===== config.mk =====
export PLATFORM = sky130hd
export DESIGN_NAME = uaer_core
export DESIGN_NICKNAME = d
export VERILOG_FILES = /design/src/core/uaer_pkg.sv /design/src/core/uaer_pb_conv.sv /design/src/core/uaer_core.sv
export SDC_FILE = /design/constraint.sdc
export NUM_CORES = 1
export LEC_CHECK = 0
export ABC_AREA = 1
export BUFFER_PORTS_ARGS = -buffer_cell sky130_fd_sc_hd__buf_2
export CORE_AREA = 2 2 151 153
export CTS_CLUSTER_DIAMETER = 40
export CTS_CLUSTER_SIZE = 25
export DETAILED_ROUTE_END_ITERATION = 10
export DIE_AREA = 0 0 153 155
export GPL_TIMING_DRIVEN = 1
export PLACE_DENSITY = 0.74
export SYNTH_ARGS = -nofsm -noshare
export SYNTH_HDL_FRONTEND = slang
export SYNTH_SLANG_ARGS = --single-unit

===== constraint.sdc =====
create_clock -name MCLK_IN -period 3.78 [get_ports MCLK_IN]
set_input_delay 1.134 -clock MCLK_IN [delete_from_list [all_inputs] [get_ports MCLK_IN]]
set_output_delay 1.134 -clock MCLK_IN [all_outputs]
set_load 0.05 [all_outputs]

===== src/core/uaer_pkg.sv =====
// constants, field layouts and carrier types for the audio endpoint router
// assumes a single 25 MHz core clock and a USB engine that decodes tokens
package uaer_pkg;

    // timing, as printed, and the derived cycle counts
    localparam int unsigned CLK_PERIOD_NS = 40;
    localparam int unsigned POR_TIME_NS = 700_000;
    localparam int unsigned POR_CYCLES = POR_TIME_NS / CLK_PERIOD_NS;
    localparam int unsigned HID_PERIOD_NS = 32_000_000;
    localparam int unsigned HID_CYCLES = HID_PERIOD_NS / CLK_PERIOD_NS;

    // endpoint numbers
    localparam logic [3:0] EP_CTRL = 4'h0;
    localparam logic [3:0] EP_PLAY = 4'h2;
    localparam logic [3:0] EP_REC = 4'h4;
    localparam logic [3:0] EP_HID = 4'h5;

    // control request kinds served on the default endpoint
    localparam logic [1:0] REQ_STANDARD = 2'h0;
    localparam logic [1:0] REQ_CLASS = 2'h1;

    // sample widths
    localparam int unsigned SAMPLE_W = 16;
    localparam int unsigned BYTE_W = 8;

    // human-interface pins, active high
    localparam int unsigned HID_PIN_COUNT = 3;
    localparam int unsigned HID_MUTE_POS = 0;
    localparam int unsigned HID_VOLUP_POS = 1;
    localparam int unsigned HID_VOLDN_POS = 2;

    // record packet byte counts
    localparam logic [2:0] REC_BYTES_ST16 = 3'h4;
    localparam logic [2:0] REC_BYTES_HALF = 3'h2;
    localparam logic [2:0] REC_BYTES_MO8 = 3'h1;

    // outgoing channel status layout
    localparam int unsigned CS_W = 32;
    localparam int unsigned CS_PRO_POS = 0;
    localparam logic CS_CONSUMER = 1'b0;
    localparam int unsigned CS_AUDIO_POS = 1;
    localparam logic CS_PCM = 1'b0;
    localparam int unsigned CS_COPY_POS = 2;
    localparam logic CS_COPYRIGHT = 1'b0;
    localparam int unsigned CS_CAT_POS = 8;
    localparam int unsigned CS_CAT_W = 8;
    localparam logic [7:0] CS_CAT_DD_CONV = 8'h02;
    localparam int unsigned CS_GEN_POS = 15;
    localparam logic CS_GEN_ORIGINAL = 1'b0;
    localparam int unsigned CS_FS_POS = 24;
    localparam int unsigned CS_FS_W = 4;
    localparam logic [3:0] CS_FS_48K = 4'h2;
    localparam logic [3:0] CS_FS_44K1 = 4'h0;
    localparam logic [3:0] CS_FS_32K = 4'h3;

    typedef enum logic [1:0] {RATE_48K, RATE_44K1, RATE_32K, RATE_OTHER} uaer_rate_t;

    typedef struct packed {
        logic active;
        logic mono;
        logic bits8;
        uaer_rate_t rate;
    } uaer_fmt_t;

    typedef struct packed {
        logic valid;
        logic dir_in;
        logic [3:0] ep;
    } uaer_token_t;

    typedef struct packed {
        logic valid;
        logic [1:0] rtype;
    } uaer_ctrl_req_t;

    typedef struct packed {
        logic [SAMPLE_W-1:0] left;
        logic [SAMPLE_W-1:0] right;
    } uaer_stereo_t;

    typedef struct packed {
        logic copy_free;
        logic original;
    } uaer_copy_mgmt_t;

endpackage


===== src/core/uaer_pb_conv.sv =====
// playback format converter: host words to 16-bit stereo pairs
// assumes words arrive left first for stereo formats, one per valid cycle
`timescale 1ns/10ps
module uaer_pb_conv
    import uaer_pkg::*;
(
    input wire logic clk_in,
    input wire logic rst_in,
    input wire uaer_fmt_t fmt_in,
    input wire logic word_valid_in,
    input wire logic [SAMPLE_W-1:0] word_in,
    output logic pair_valid_out,
    output uaer_stereo_t pair_out
);

    typedef struct packed {
        logic have_left;
        logic [SAMPLE_W-1:0] left;
        logic pair_valid;
        uaer_stereo_t pair;
    } uaer_conv_st_t;

    uaer_conv_st_t st_q;
    uaer_conv_st_t st_d;
    logic [SAMPLE_W-1:0] wide;

    always_comb begin
        st_d = st_q;
        st_d.pair_valid = 1'b0;
        wide = fmt_in.bits8 ? {word_in[BYTE_W-1:0], {BYTE_W{1'b0}}} : word_in;
        if (!fmt_in.active) begin
            st_d.have_left = 1'b0;
        end else if (word_valid_in) begin
            if (fmt_in.mono) begin
                st_d.pair = '{left: wide, right: wide};
                st_d.pair_valid = 1'b1;
            end else if (!st_q.have_left) begin
                st_d.left = wide;
                st_d.have_left = 1'b1;
            end else begin
                st_d.pair = '{left: st_q.left, right: wide};
                st_d.pair_valid = 1'b1;
                st_d.have_left = 1'b0;
            end
        end
        if (rst_in) begin
            st_d = '0;
        end
    end

    always_ff @(posedge clk_in) begin
        st_q <= st_d;
    end

    assign pair_valid_out = st_q.pair_valid;
    assign pair_out = st_q.pair;

endmodule // uaer_pb_conv


===== src/core/uaer_core.sv =====
// endpoint router core: routes playback, record and hid reports
// assumes a usb engine that hands over decoded tokens and requests on MCLK_IN
`timescale 1ns/10ps
module uaer_core
    import uaer_pkg::*;
#(
    parameter int unsigned POR_CYCLES_P = POR_CYCLES,
    parameter int unsigned HID_CYCLES_P = HID_CYCLES,
    parameter int unsigned RATE_W = 8
)(
    input wire logic MCLK_IN,
    input wire logic RESET_IN,
    input wire logic MUTE_REQUEST_PIN_IN,
    input wire logic VOLUME_UP_PIN_IN,
    input wire logic VOLUME_DOWN_PIN_IN,
    input wire uaer_token_t TOKEN_IN,
    output logic TOKEN_ACK_OUT,
    output logic TOKEN_STALL_OUT,
    input wire uaer_ctrl_req_t CTRL_REQ_IN,
    output logic CTRL_ACK_OUT,
    output logic CTRL_STALL_OUT,
    input wire uaer_fmt_t PB_FMT_IN,
    input wire logic PB_WORD_VALID_IN,
    input wire logic [SAMPLE_W-1:0] PB_WORD_IN,
    input wire logic SOF_IN,
    output logic [RATE_W-1:0] PB_RATE_OUT,
    output logic DAC_VALID_OUT,
    output uaer_stereo_t DAC_SAMPLE_OUT,
    output logic SPDIF_TX_VALID_OUT,
    output uaer_stereo_t SPDIF_TX_SAMPLE_OUT,
    output logic [CS_W-1:0] SPDIF_TX_STATUS_OUT,
    input wire uaer_fmt_t REC_FMT_IN,
    input wire logic REC_TICK_IN,
    input wire uaer_stereo_t ADC_SAMPLE_IN,
    input wire uaer_stereo_t SPDIF_RX_SAMPLE_IN,
    input wire logic SPDIF_RX_LOCK_IN,
    input wire uaer_rate_t SPDIF_RX_RATE_IN,
    input wire uaer_copy_mgmt_t SPDIF_RX_COPY_MGMT_IN,
    output logic REC_VALID_OUT,
    output logic [2*SAMPLE_W-1:0] REC_DATA_OUT,
    output logic [2:0] REC_BYTES_OUT,
    output logic REC_FROM_SPDIF_OUT,
    output logic [HID_PIN_COUNT-1:0] HID_REPORT_OUT,
    output logic HID_PEND_OUT,
    output logic LOGIC_RESET_OUT
);

    localparam int unsigned POR_W = $clog2(POR_CYCLES_P + 1);
    localparam int unsigned HID_W = $clog2(HID_CYCLES_P + 1);

    typedef struct packed {
        logic [POR_W-1:0] por_cnt;
        logic [HID_PIN_COUNT-1:0] s1;
        logic [HID_PIN_COUNT-1:0] s2;
        logic [HID_PIN_COUNT-1:0] s3;
        logic [HID_PIN_COUNT-1:0] level;
        logic [HID_W-1:0] hid_cnt;
        logic hid_pend;
        logic [HID_PIN_COUNT-1:0] report;
        logic tok_ack;
        logic tok_stall;
        logic ctrl_ack;
        logic ctrl_stall;
        logic [RATE_W-1:0] pair_cnt;
        logic [RATE_W-1:0] pb_rate;
        logic [CS_W-1:0] status;
        logic rec_valid;
        logic [2*SAMPLE_W-1:0] rec_data;
        logic [2:0] rec_bytes;
        logic rec_spdif;
    } uaer_core_st_t;

    uaer_core_st_t st_q;
    uaer_core_st_t st_d;
    logic held;
    logic pair_valid;
    uaer_stereo_t pair;
    logic [HID_PIN_COUNT-1:0] pins;
    logic [HID_PIN_COUNT-1:0] agree;
    logic use_spdif;
    logic ep_ok;
    uaer_stereo_t src;

    assign held = (st_q.por_cnt != '0);

    always_comb begin
        pins = '0;
        pins[HID_MUTE_POS] = MUTE_REQUEST_PIN_IN;
        pins[HID_VOLUP_POS] = VOLUME_UP_PIN_IN;
        pins[HID_VOLDN_POS] = VOLUME_DOWN_PIN_IN;
    end

    // format conversion ahead of both outputs
    uaer_pb_conv u_pb_conv (
        .clk_in(MCLK_IN),
        .rst_in(RESET_IN | held),
        .fmt_in(PB_FMT_IN),
        .word_valid_in(PB_WORD_VALID_IN),
        .word_in(PB_WORD_IN),
        .pair_valid_out(pair_valid),
        .pair_out(pair)
    );

    // s/pdif only when locked and usable
    // rate match relied upon, checked defensively
    // copied material falls back to adc
    assign use_spdif = SPDIF_RX_LOCK_IN
                       && (SPDIF_RX_RATE_IN != RATE_OTHER)
                       && (SPDIF_RX_RATE_IN == REC_FMT_IN.rate)
                       && SPDIF_RX_COPY_MGMT_IN.original;
    assign src = use_spdif ? SPDIF_RX_SAMPLE_IN : ADC_SAMPLE_IN;

    always_comb begin
        if (TOKEN_IN.dir_in) begin
            ep_ok = (TOKEN_IN.ep == EP_CTRL) || (TOKEN_IN.ep == EP_REC)
                    || (TOKEN_IN.ep == EP_HID);
        end else begin
            ep_ok = (TOKEN_IN.ep == EP_CTRL) || (TOKEN_IN.ep == EP_PLAY);
        end
    end

    always_comb begin
        st_d = st_q;
        st_d.tok_ack = 1'b0;
        st_d.tok_stall = 1'b0;
        st_d.ctrl_ack = 1'b0;
        st_d.ctrl_stall = 1'b0;
        // three-stage pin synchroniser; level moves once stages 2 and 3 agree
        st_d.s1 = pins;
        st_d.s2 = st_q.s1;
        st_d.s3 = st_q.s2;
        agree = ~(st_q.s2 ^ st_q.s3);
        st_d.level = (agree & st_q.s3) | (~agree & st_q.level);
        if (held) begin
            st_d.por_cnt = st_q.por_cnt - POR_W'(1);
        end

        if (TOKEN_IN.valid) begin
            st_d.tok_ack = ep_ok;
            st_d.tok_stall = !ep_ok;
            if (ep_ok && TOKEN_IN.dir_in && (TOKEN_IN.ep == EP_HID)) begin
                st_d.hid_pend = 1'b0;
            end
            // record word consumed by its in token
            if (ep_ok && TOKEN_IN.dir_in && (TOKEN_IN.ep == EP_REC)) begin
                st_d.rec_valid = 1'b0;
            end
        end

        if (CTRL_REQ_IN.valid) begin
            st_d.ctrl_ack = (CTRL_REQ_IN.rtype == REQ_STANDARD)
                            || (CTRL_REQ_IN.rtype == REQ_CLASS);
            st_d.ctrl_stall = !st_d.ctrl_ack;
        end

        // periodic report, set wins over the in-token clear
        // report path touches no audio state
        if (st_q.hid_cnt == '0) begin
            st_d.hid_cnt = HID_W'(HID_CYCLES_P - 1);
            st_d.report = st_q.level;
            st_d.hid_pend = 1'b1;
        end else begin
            st_d.hid_cnt = st_q.hid_cnt - HID_W'(1);
        end

        // adaptive, pairs per frame follow host delivery
        if (SOF_IN) begin
            st_d.pb_rate = st_q.pair_cnt;
            st_d.pair_cnt = RATE_W'(pair_valid);
        end else if (pair_valid) begin
            st_d.pair_cnt = st_q.pair_cnt + RATE_W'(1);
        end

        // fixed status, rate field from host stream
        st_d.status = '0;
        st_d.status[CS_PRO_POS] = CS_CONSUMER;
        st_d.status[CS_AUDIO_POS] = CS_PCM;
        st_d.status[CS_COPY_POS] = CS_COPYRIGHT;
        st_d.status[CS_CAT_POS +: CS_CAT_W] = CS_CAT_DD_CONV;
        st_d.status[CS_GEN_POS] = CS_GEN_ORIGINAL;
        unique case (PB_FMT_IN.rate)
            RATE_48K: st_d.status[CS_FS_POS +: CS_FS_W] = CS_FS_48K;
            RATE_44K1: st_d.status[CS_FS_POS +: CS_FS_W] = CS_FS_44K1;
            RATE_32K: st_d.status[CS_FS_POS +: CS_FS_W] = CS_FS_32K;
            RATE_OTHER: st_d.status[CS_FS_POS +: CS_FS_W] = '0;
        endcase

        // capture paced by the device's own sample tick
        if (REC_TICK_IN && REC_FMT_IN.active) begin
            st_d.rec_valid = 1'b1;
            st_d.rec_spdif = use_spdif;
            // mono, 8-bit or both reductions; both together keep one byte, the top of the left channel
            unique case ({REC_FMT_IN.mono, REC_FMT_IN.bits8})
                2'h0: begin
                    st_d.rec_data = {src.left, src.right};
                    st_d.rec_bytes = REC_BYTES_ST16;
                end
                2'h1: begin
                    st_d.rec_data = {{SAMPLE_W{1'b0}}, src.left[SAMPLE_W-1 -: BYTE_W],
                                     src.right[SAMPLE_W-1 -: BYTE_W]};
                    st_d.rec_bytes = REC_BYTES_HALF;
                end
                2'h2: begin
                    st_d.rec_data = {{SAMPLE_W{1'b0}}, src.left};
                    st_d.rec_bytes = REC_BYTES_HALF;
                end
                2'h3: begin
                    st_d.rec_data = {{(2*SAMPLE_W-BYTE_W){1'b0}},
                                     src.left[SAMPLE_W-1 -: BYTE_W]};
                    st_d.rec_bytes = REC_BYTES_MO8;
                end
            endcase
        end

        if (held) begin
            st_d.hid_cnt = HID_W'(HID_CYCLES_P - 1);
            st_d.hid_pend = 1'b0;
            st_d.rec_valid = 1'b0;
            st_d.tok_ack = 1'b0;
            st_d.tok_stall = 1'b0;
            st_d.ctrl_ack = 1'b0;
            st_d.ctrl_stall = 1'b0;
            st_d.pair_cnt = '0;
        end
        if (RESET_IN) begin
            st_d = '0;
            st_d.por_cnt = POR_W'(POR_CYCLES_P);
        end
    end

    // single reference clock for every path
    always_ff @(posedge MCLK_IN) begin
        st_q <= st_d;
    end

    assign TOKEN_ACK_OUT = st_q.tok_ack;
    assign TOKEN_STALL_OUT = st_q.tok_stall;
    assign CTRL_ACK_OUT = st_q.ctrl_ack;
    assign CTRL_STALL_OUT = st_q.ctrl_stall;
    assign PB_RATE_OUT = st_q.pb_rate;
    assign DAC_VALID_OUT = pair_valid;
    assign DAC_SAMPLE_OUT = pair;
    // encoder fed only at a supported rate
    assign SPDIF_TX_VALID_OUT = pair_valid && (PB_FMT_IN.rate != RATE_OTHER);
    assign SPDIF_TX_SAMPLE_OUT = pair;
    assign SPDIF_TX_STATUS_OUT = st_q.status;
    assign REC_VALID_OUT = st_q.rec_valid;
    assign REC_DATA_OUT = st_q.rec_data;
    assign REC_BYTES_OUT = st_q.rec_bytes;
    assign REC_FROM_SPDIF_OUT = st_q.rec_spdif;
    assign HID_REPORT_OUT = st_q.report;
    assign HID_PEND_OUT = st_q.hid_pend;
    assign LOGIC_RESET_OUT = held;

endmodule // uaer_core


### After elaboration in Yosys (flattened, before gate mapping)

Index checks and enable logic that the tools add are counted.

| storage, ports and cells | value |
|---|---|
| flip-flop bits (word level) | 190 |
| ROM bits | 0 |
| bits of input ports | 112 |
| word-level logic and storage cells | 115 |
| bits in writable memories | 0 |
| memories kept | 0 |
| bits in latches | 0 |

| operators by class | value |
|---|---|
| reduce and logical (&&, ||, !) cells | 39 |
| divide/modulo/power cells | 0 |
| bitwise gates (word level) | 13 |
| order comparisons | 0 |
| eq/ne operators | 13 |
| add/subtract/negate cells | 3 |
| shifts and indexed selects | 0 |
| $mul | 0 |
| muxes and demuxes | 20 |

Operators by type and width:

| operator | number |
|---|---|
| $pmux 35 s4 | 1 |
| $mux 33 | 2 |
| $mux 47 | 1 |
| $mux 37 | 1 |
| $mux 32 | 1 |
| $mux 21 | 1 |
| $logic_not 20->1 | 1 |
| $mux 20 | 1 |
| $sub 20x1->20 const B | 1 |
| $mux 16 | 1 |
| $reduce_bool 15->1 | 1 |
| $reduce_or 3->1 | 5 |
| $sub 15x1->15 const B | 1 |
| $pmux 4 s3 | 1 |
| $reduce_bool 2->1 | 6 |
| $mux 1 | 9 |
| $add 8x1->8 const B | 1 |
| $eq 2x2->1 const B | 4 |
| $eq 4x3->1 const B | 2 |
| $logic_and 1x1->1 | 8 |
| $and 3x3->3 | 2 |
| $eq 2x1->1 const B | 3 |
| $logic_not 2->1 | 3 |
| $not 1->1 | 6 |
| 15 further kinds | 25 |

### Depth between registers and ports, before layout

| logic depth | value |
|---|---|
| depth after elaboration | 11 |
| depth in mapped cells | 11 |
| mapped depth without buffers | 11 |

### Hierarchy

From an unflattened synthesis, not the netlist that was laid out.

| unflattened totals | value |
|---|---|
| cells, all modules | 1322 |
| area total of the unflattened synthesis | 9116.2 um^2 |

By module, submodules not included:

| module | instances | area each (um^2) | cells an instance |
|---|---|---|---|
| uaer_core | 1 | 6459.9 | 925 |
| uaer_pb_conv | 1 | 2656.3 | 397 |

### Worst setup path after synthesis

No wires, ideal clock.

| path | value |
|---|---|
| kind | in2out |
| from | in PB_FMT_IN[0] in the netlist's numbering |
| to | out SPDIF_TX_VALID_OUT |
| path slack | 733 ps |
| stages on the path | 1 |
| data required time | 2646 ps |
| arrival time | 1913 ps |
| cell sequence | a21oi_1 |

| on the way | value |
|---|---|
| longest elaborated chain between the ends | 2 |

RTL lines:

| what | line | RTL |
|---|---|---|
| start: declaration | uaer_core.sv:22 | `input wire uaer_fmt_t PB_FMT_IN,` |
| $ne 2x2->1 | uaer_core.sv:244 | `assign SPDIF_TX_VALID_OUT = pair_valid && (PB_FMT_IN.rate != RATE_OTHER);` |
| $logic_and 1x1->1 | uaer_core.sv:244 |  |
| end: declaration | uaer_core.sv:29 | `output logic SPDIF_TX_VALID_OUT,` |

Every way passes these cells.

### Worst setup path after layout

| path | value |
|---|---|
| from | reg st_q[125] in the netlist's numbering |
| to | out LOGIC_RESET_OUT |

| on the way | value |
|---|---|
| longest elaborated chain between the ends | 1 |

RTL lines:

| what | line | RTL |
|---|---|---|
| start: declaration | uaer_core.sv:73 | `uaer_core_st_t st_q;` |
| start signal: assignment | uaer_core.sv:233 | `st_q <= st_d;` |
| $reduce_bool 15->1 | uaer_core.sv:84 | `assign held = (st_q.por_cnt != '0);` |
| end: declaration | uaer_core.sv:45 | `output logic LOGIC_RESET_OUT` |

Every way passes these cells.

==> flow_summary_export.csv <==
group,metric,value,unit
status,outcome,"finished, final reports clean",
power_and_ir_drop,vdd_ir_drop_max,0.255,mV
timing,setup_violations,0,
timing,slew_headroom,0.451,
floorplan,dieArea,23700,sq um
final_layout,fillCellCount,2294,
grt,overflow,0,
worst_setup_path,cpPeakStageDelay,0.33,ns
synthesis,synth_seq_area_share,0.369,
final_layout,fin_area,9690,sq um
route,drt_wl_total,22000,microns
final_layout,multi_input_area,3690,sq um
worst_setup_path,cpLargestDelayFamily,"buffers and inverters",
worst_setup_path,cp.required,2.65,ns
synthesis,ys_types,43,
cts,htreeDepth,4,
synthesis,synth_ff_type,"dfxtp_1",
synthesis,synth-warning-count,0,
timing,fin_setup_tns,0,ns
timing,fmax,354,MHz
floorplan,ios,264,
route,initialDrtViolationCount,725,
timing,rsz0062_at_grt,"false",
job,drv_cap,0,
power_and_ir_drop,pwr_density_cell,409,nW/um^2
final_layout,drive_above_1_share,0.231,
route,wire_per_inst,13.5,microns
route,via_count,7895,
grt,grt_max_degree,52,
worst_setup_path,cpMaxStageDelayCell,"dfxtp_1",
cts,cts_hold_buf,0,
place,gp_congestion,0.860,
floorplan,chipWidth,153,microns
timing,fin_ws,0.958,ns
timing,skew,0.00926,ns
route,drc,0,
cts,clockRootBuffer,"clkbuf_16",
floorplan,initial_core_util,0.393,
grt,grt_pass1_vias,7186,
synthesis,async_flop_share,0,
timing,finalMaxSlewViolations,0,
floorplan,row_count,55,
worst_setup_path,cp_max_fo,5,
grt,track_usage,0.182,
route,dr.pass1.iters,5,
worst_setup_path,crit_type,"flop to primary output",
timing,period_needed,2.82,ns
synthesis,syn_area,8740,sq um
place,port_buffers,232,
cts,cts_sinks,161,
synthesis,synth_seq_cells,161,
cts,clockBufferDepth,2,
grt,antenna_found_initial,0,
timing,hold_viol,0,
final_layout,syn2layout_area_growth,10.9,%
worst_hold_path,min_path_type,"flop to flop",
power_and_ir_drop,p_leak,4.70,nW
worst_setup_path,startpoint_type,"flop",
worst_setup_path,worstSetupEndpointType,"primary output",
cts,clk_pin_slew,0.07,ns
cts,ctsResizeCount,0,
final_layout,num-nets-final,1454,
worst_setup_path,crit_arrival,1.69,ns
place,pre_cts_ws,0.891,ns
cts,cts_tree,"built",
synthesis,synth-edff-count,0,
worst_setup_path,crit_chain,"inv_1 -> ha_1 -> nand2_1 -> nor2_1 -> nand2_4 -> buf_2",
cts,cts_setup_buffers,0,
cts,clkLatencyLatePin,0.42,ns
final_layout,diodes,0,
grt,grt_pass1_wl,35600,microns
timing,fin_crit_sh,0.747,
worst_setup_path,path_buf_inv,2,
timing,worst_pin_slew,0.823,ns
route,vias_per_cell,4.84,
synthesis,syn_avg_cell_area,7.07,sq um
place,dp_hpwl,16100,microns
floorplan,core,22200,sq um
final_layout,regArea,3220,sq um
place,place_area,9110,sq um
route,ant_nets,0,
floorplan,die_h,155,microns
cts,cts-buffers-inserted,17,
synthesis,synth_cells,1237,
-- synth_stat cells, types with 4 or more instances --
library cell  number  share of area
nand2_1          212          0.091
dfxtp_1          161           0.37
inv_1            150          0.064
buf_4            143           0.12
nor2_1           123          0.053
a21oi_1          120          0.069
nand3_1          100          0.057
o21ai_0           43          0.025
nand4_1           33          0.024
clkbuf_1          23         0.0099
buf_2             20          0.011
xor2_1            12          0.012
nor3_1            11         0.0063
ha_1               9          0.013
buf_6              7         0.0090
nor2_2             6         0.0043
a211oi_1           5         0.0043
xnor2_1            5         0.0050
a211oi_2           4         0.0057
nor2_4             4         0.0052
o31ai_1            4         0.0034
or2_2              4         0.0029
-- placed cells by master (no fill, tap or decap), drive strengths merged --
cell type,n
nor3b,3
a31oi,1
clkinv,6
dfxtp,161
o211ai,2
conb,29
nand3,104
xnor2,5
and3,2
o41ai,1
a21oi,121
a211oi,9
o21a,1
buf,244
nand2,217
bufinv,1
nand4,33
or2,4
o21bai,1
nor2,133
clkbuf,19
o31ai,4
o21ai,46
nor3,15
nor4,1
inv,162
xor2,12
ha,9
-- layer usage --
layer,up-vias,track usage,share of wire
li1,3971,-,-
met1,3611,0.234,0.45
met2,272,0.303,0.47
met3,41,0.0382,0.061
met4,0,0.0675,0.029
met5,-,0,0
-- layout make-up --
class	instances	share of cell area
clock inverter	13	0.0143
clock buffer	19	0.0457
inverter	156	0.0606
timing repair buffer	244	0.129
multi-input combinational	753	0.381
tap	285	0.0368
sequential	161	0.333
-- final timing paths --
kind,startpoint,end,slack [ns],depth (start not counted)
worst max-delay path,st_q[125],LOGIC_RESET_OUT,0.96,6
worst min-delay path,st_q[123],st_q[120],0.41,2
worst max register to register,u_pb_conv.st_q[49],u_pb_conv.pair_out[31],1.56,8
worst min register to register,st_q[123],st_q[120],0.41,2
-- stage by stage --
stage / utilization / std cells / hold slack (ns) / power, mW
CTS: 0.436 / 1631 / 0.410 / 4.00
global placement: 0.410 / 1599 / 0.392 / 2.28
detailed placement: 0.410 / 1599 / 0.398 / 2.29
global route: 0.436 / 1631 / 0.422 / 4.13
finish: 0.436 / 1631 / 0.406 / 3.96
floorplan: - / 1265 / 0.388 / 2.19
-- tightest hold or removal path: cells and delay by family (launching register included) --
family / cells / cell delay [ns]
simple gates: 1 / 0.03
buf+inv: 1 / 0.04
flops: 1 / 0.30
-- power by group --
part           total (mW)  internal, mW  switching (mW)
sequential           1.76          1.73          0.0236
combinational       0.496         0.131           0.365
clock                1.71         0.952           0.756
-- logic make-up (layout without fill, tap and decap cells) --
group                    count (synthesis)  count (layout)  share of synthesized area
AND/OR/NAND/NOR                        512             512                      0.264
buffers and inverters                  351             432                      0.221
AO/OA/AOI/OAI                          186             186                      0.116
flip-flops                             161             161                      0.369
XOR/XNOR                                17              17                     0.0170
adder cells (fa/ha/maj)                  9               9                     0.0129
other                                    1              29                   0.000429
-- flip-flops by register name, summed over array words and instances, names as in the netlist, named ones only --
register                  flops
st_q                         52
REC_DATA_OUT                 32
u_pb_conv.pair_out           32
u_pb_conv.st_q               17
PB_RATE_OUT                   8
HID_REPORT_OUT                3
REC_BYTES_OUT                 3
SPDIF_TX_STATUS_OUT           3
CTRL_ACK_OUT                  1
CTRL_STALL_OUT                1
HID_PEND_OUT                  1
REC_FROM_SPDIF_OUT            1
REC_VALID_OUT                 1
TOKEN_ACK_OUT                 1
TOKEN_STALL_OUT               1
u_pb_conv.pair_valid_out      1
Power figures use the tool's default switching activity.
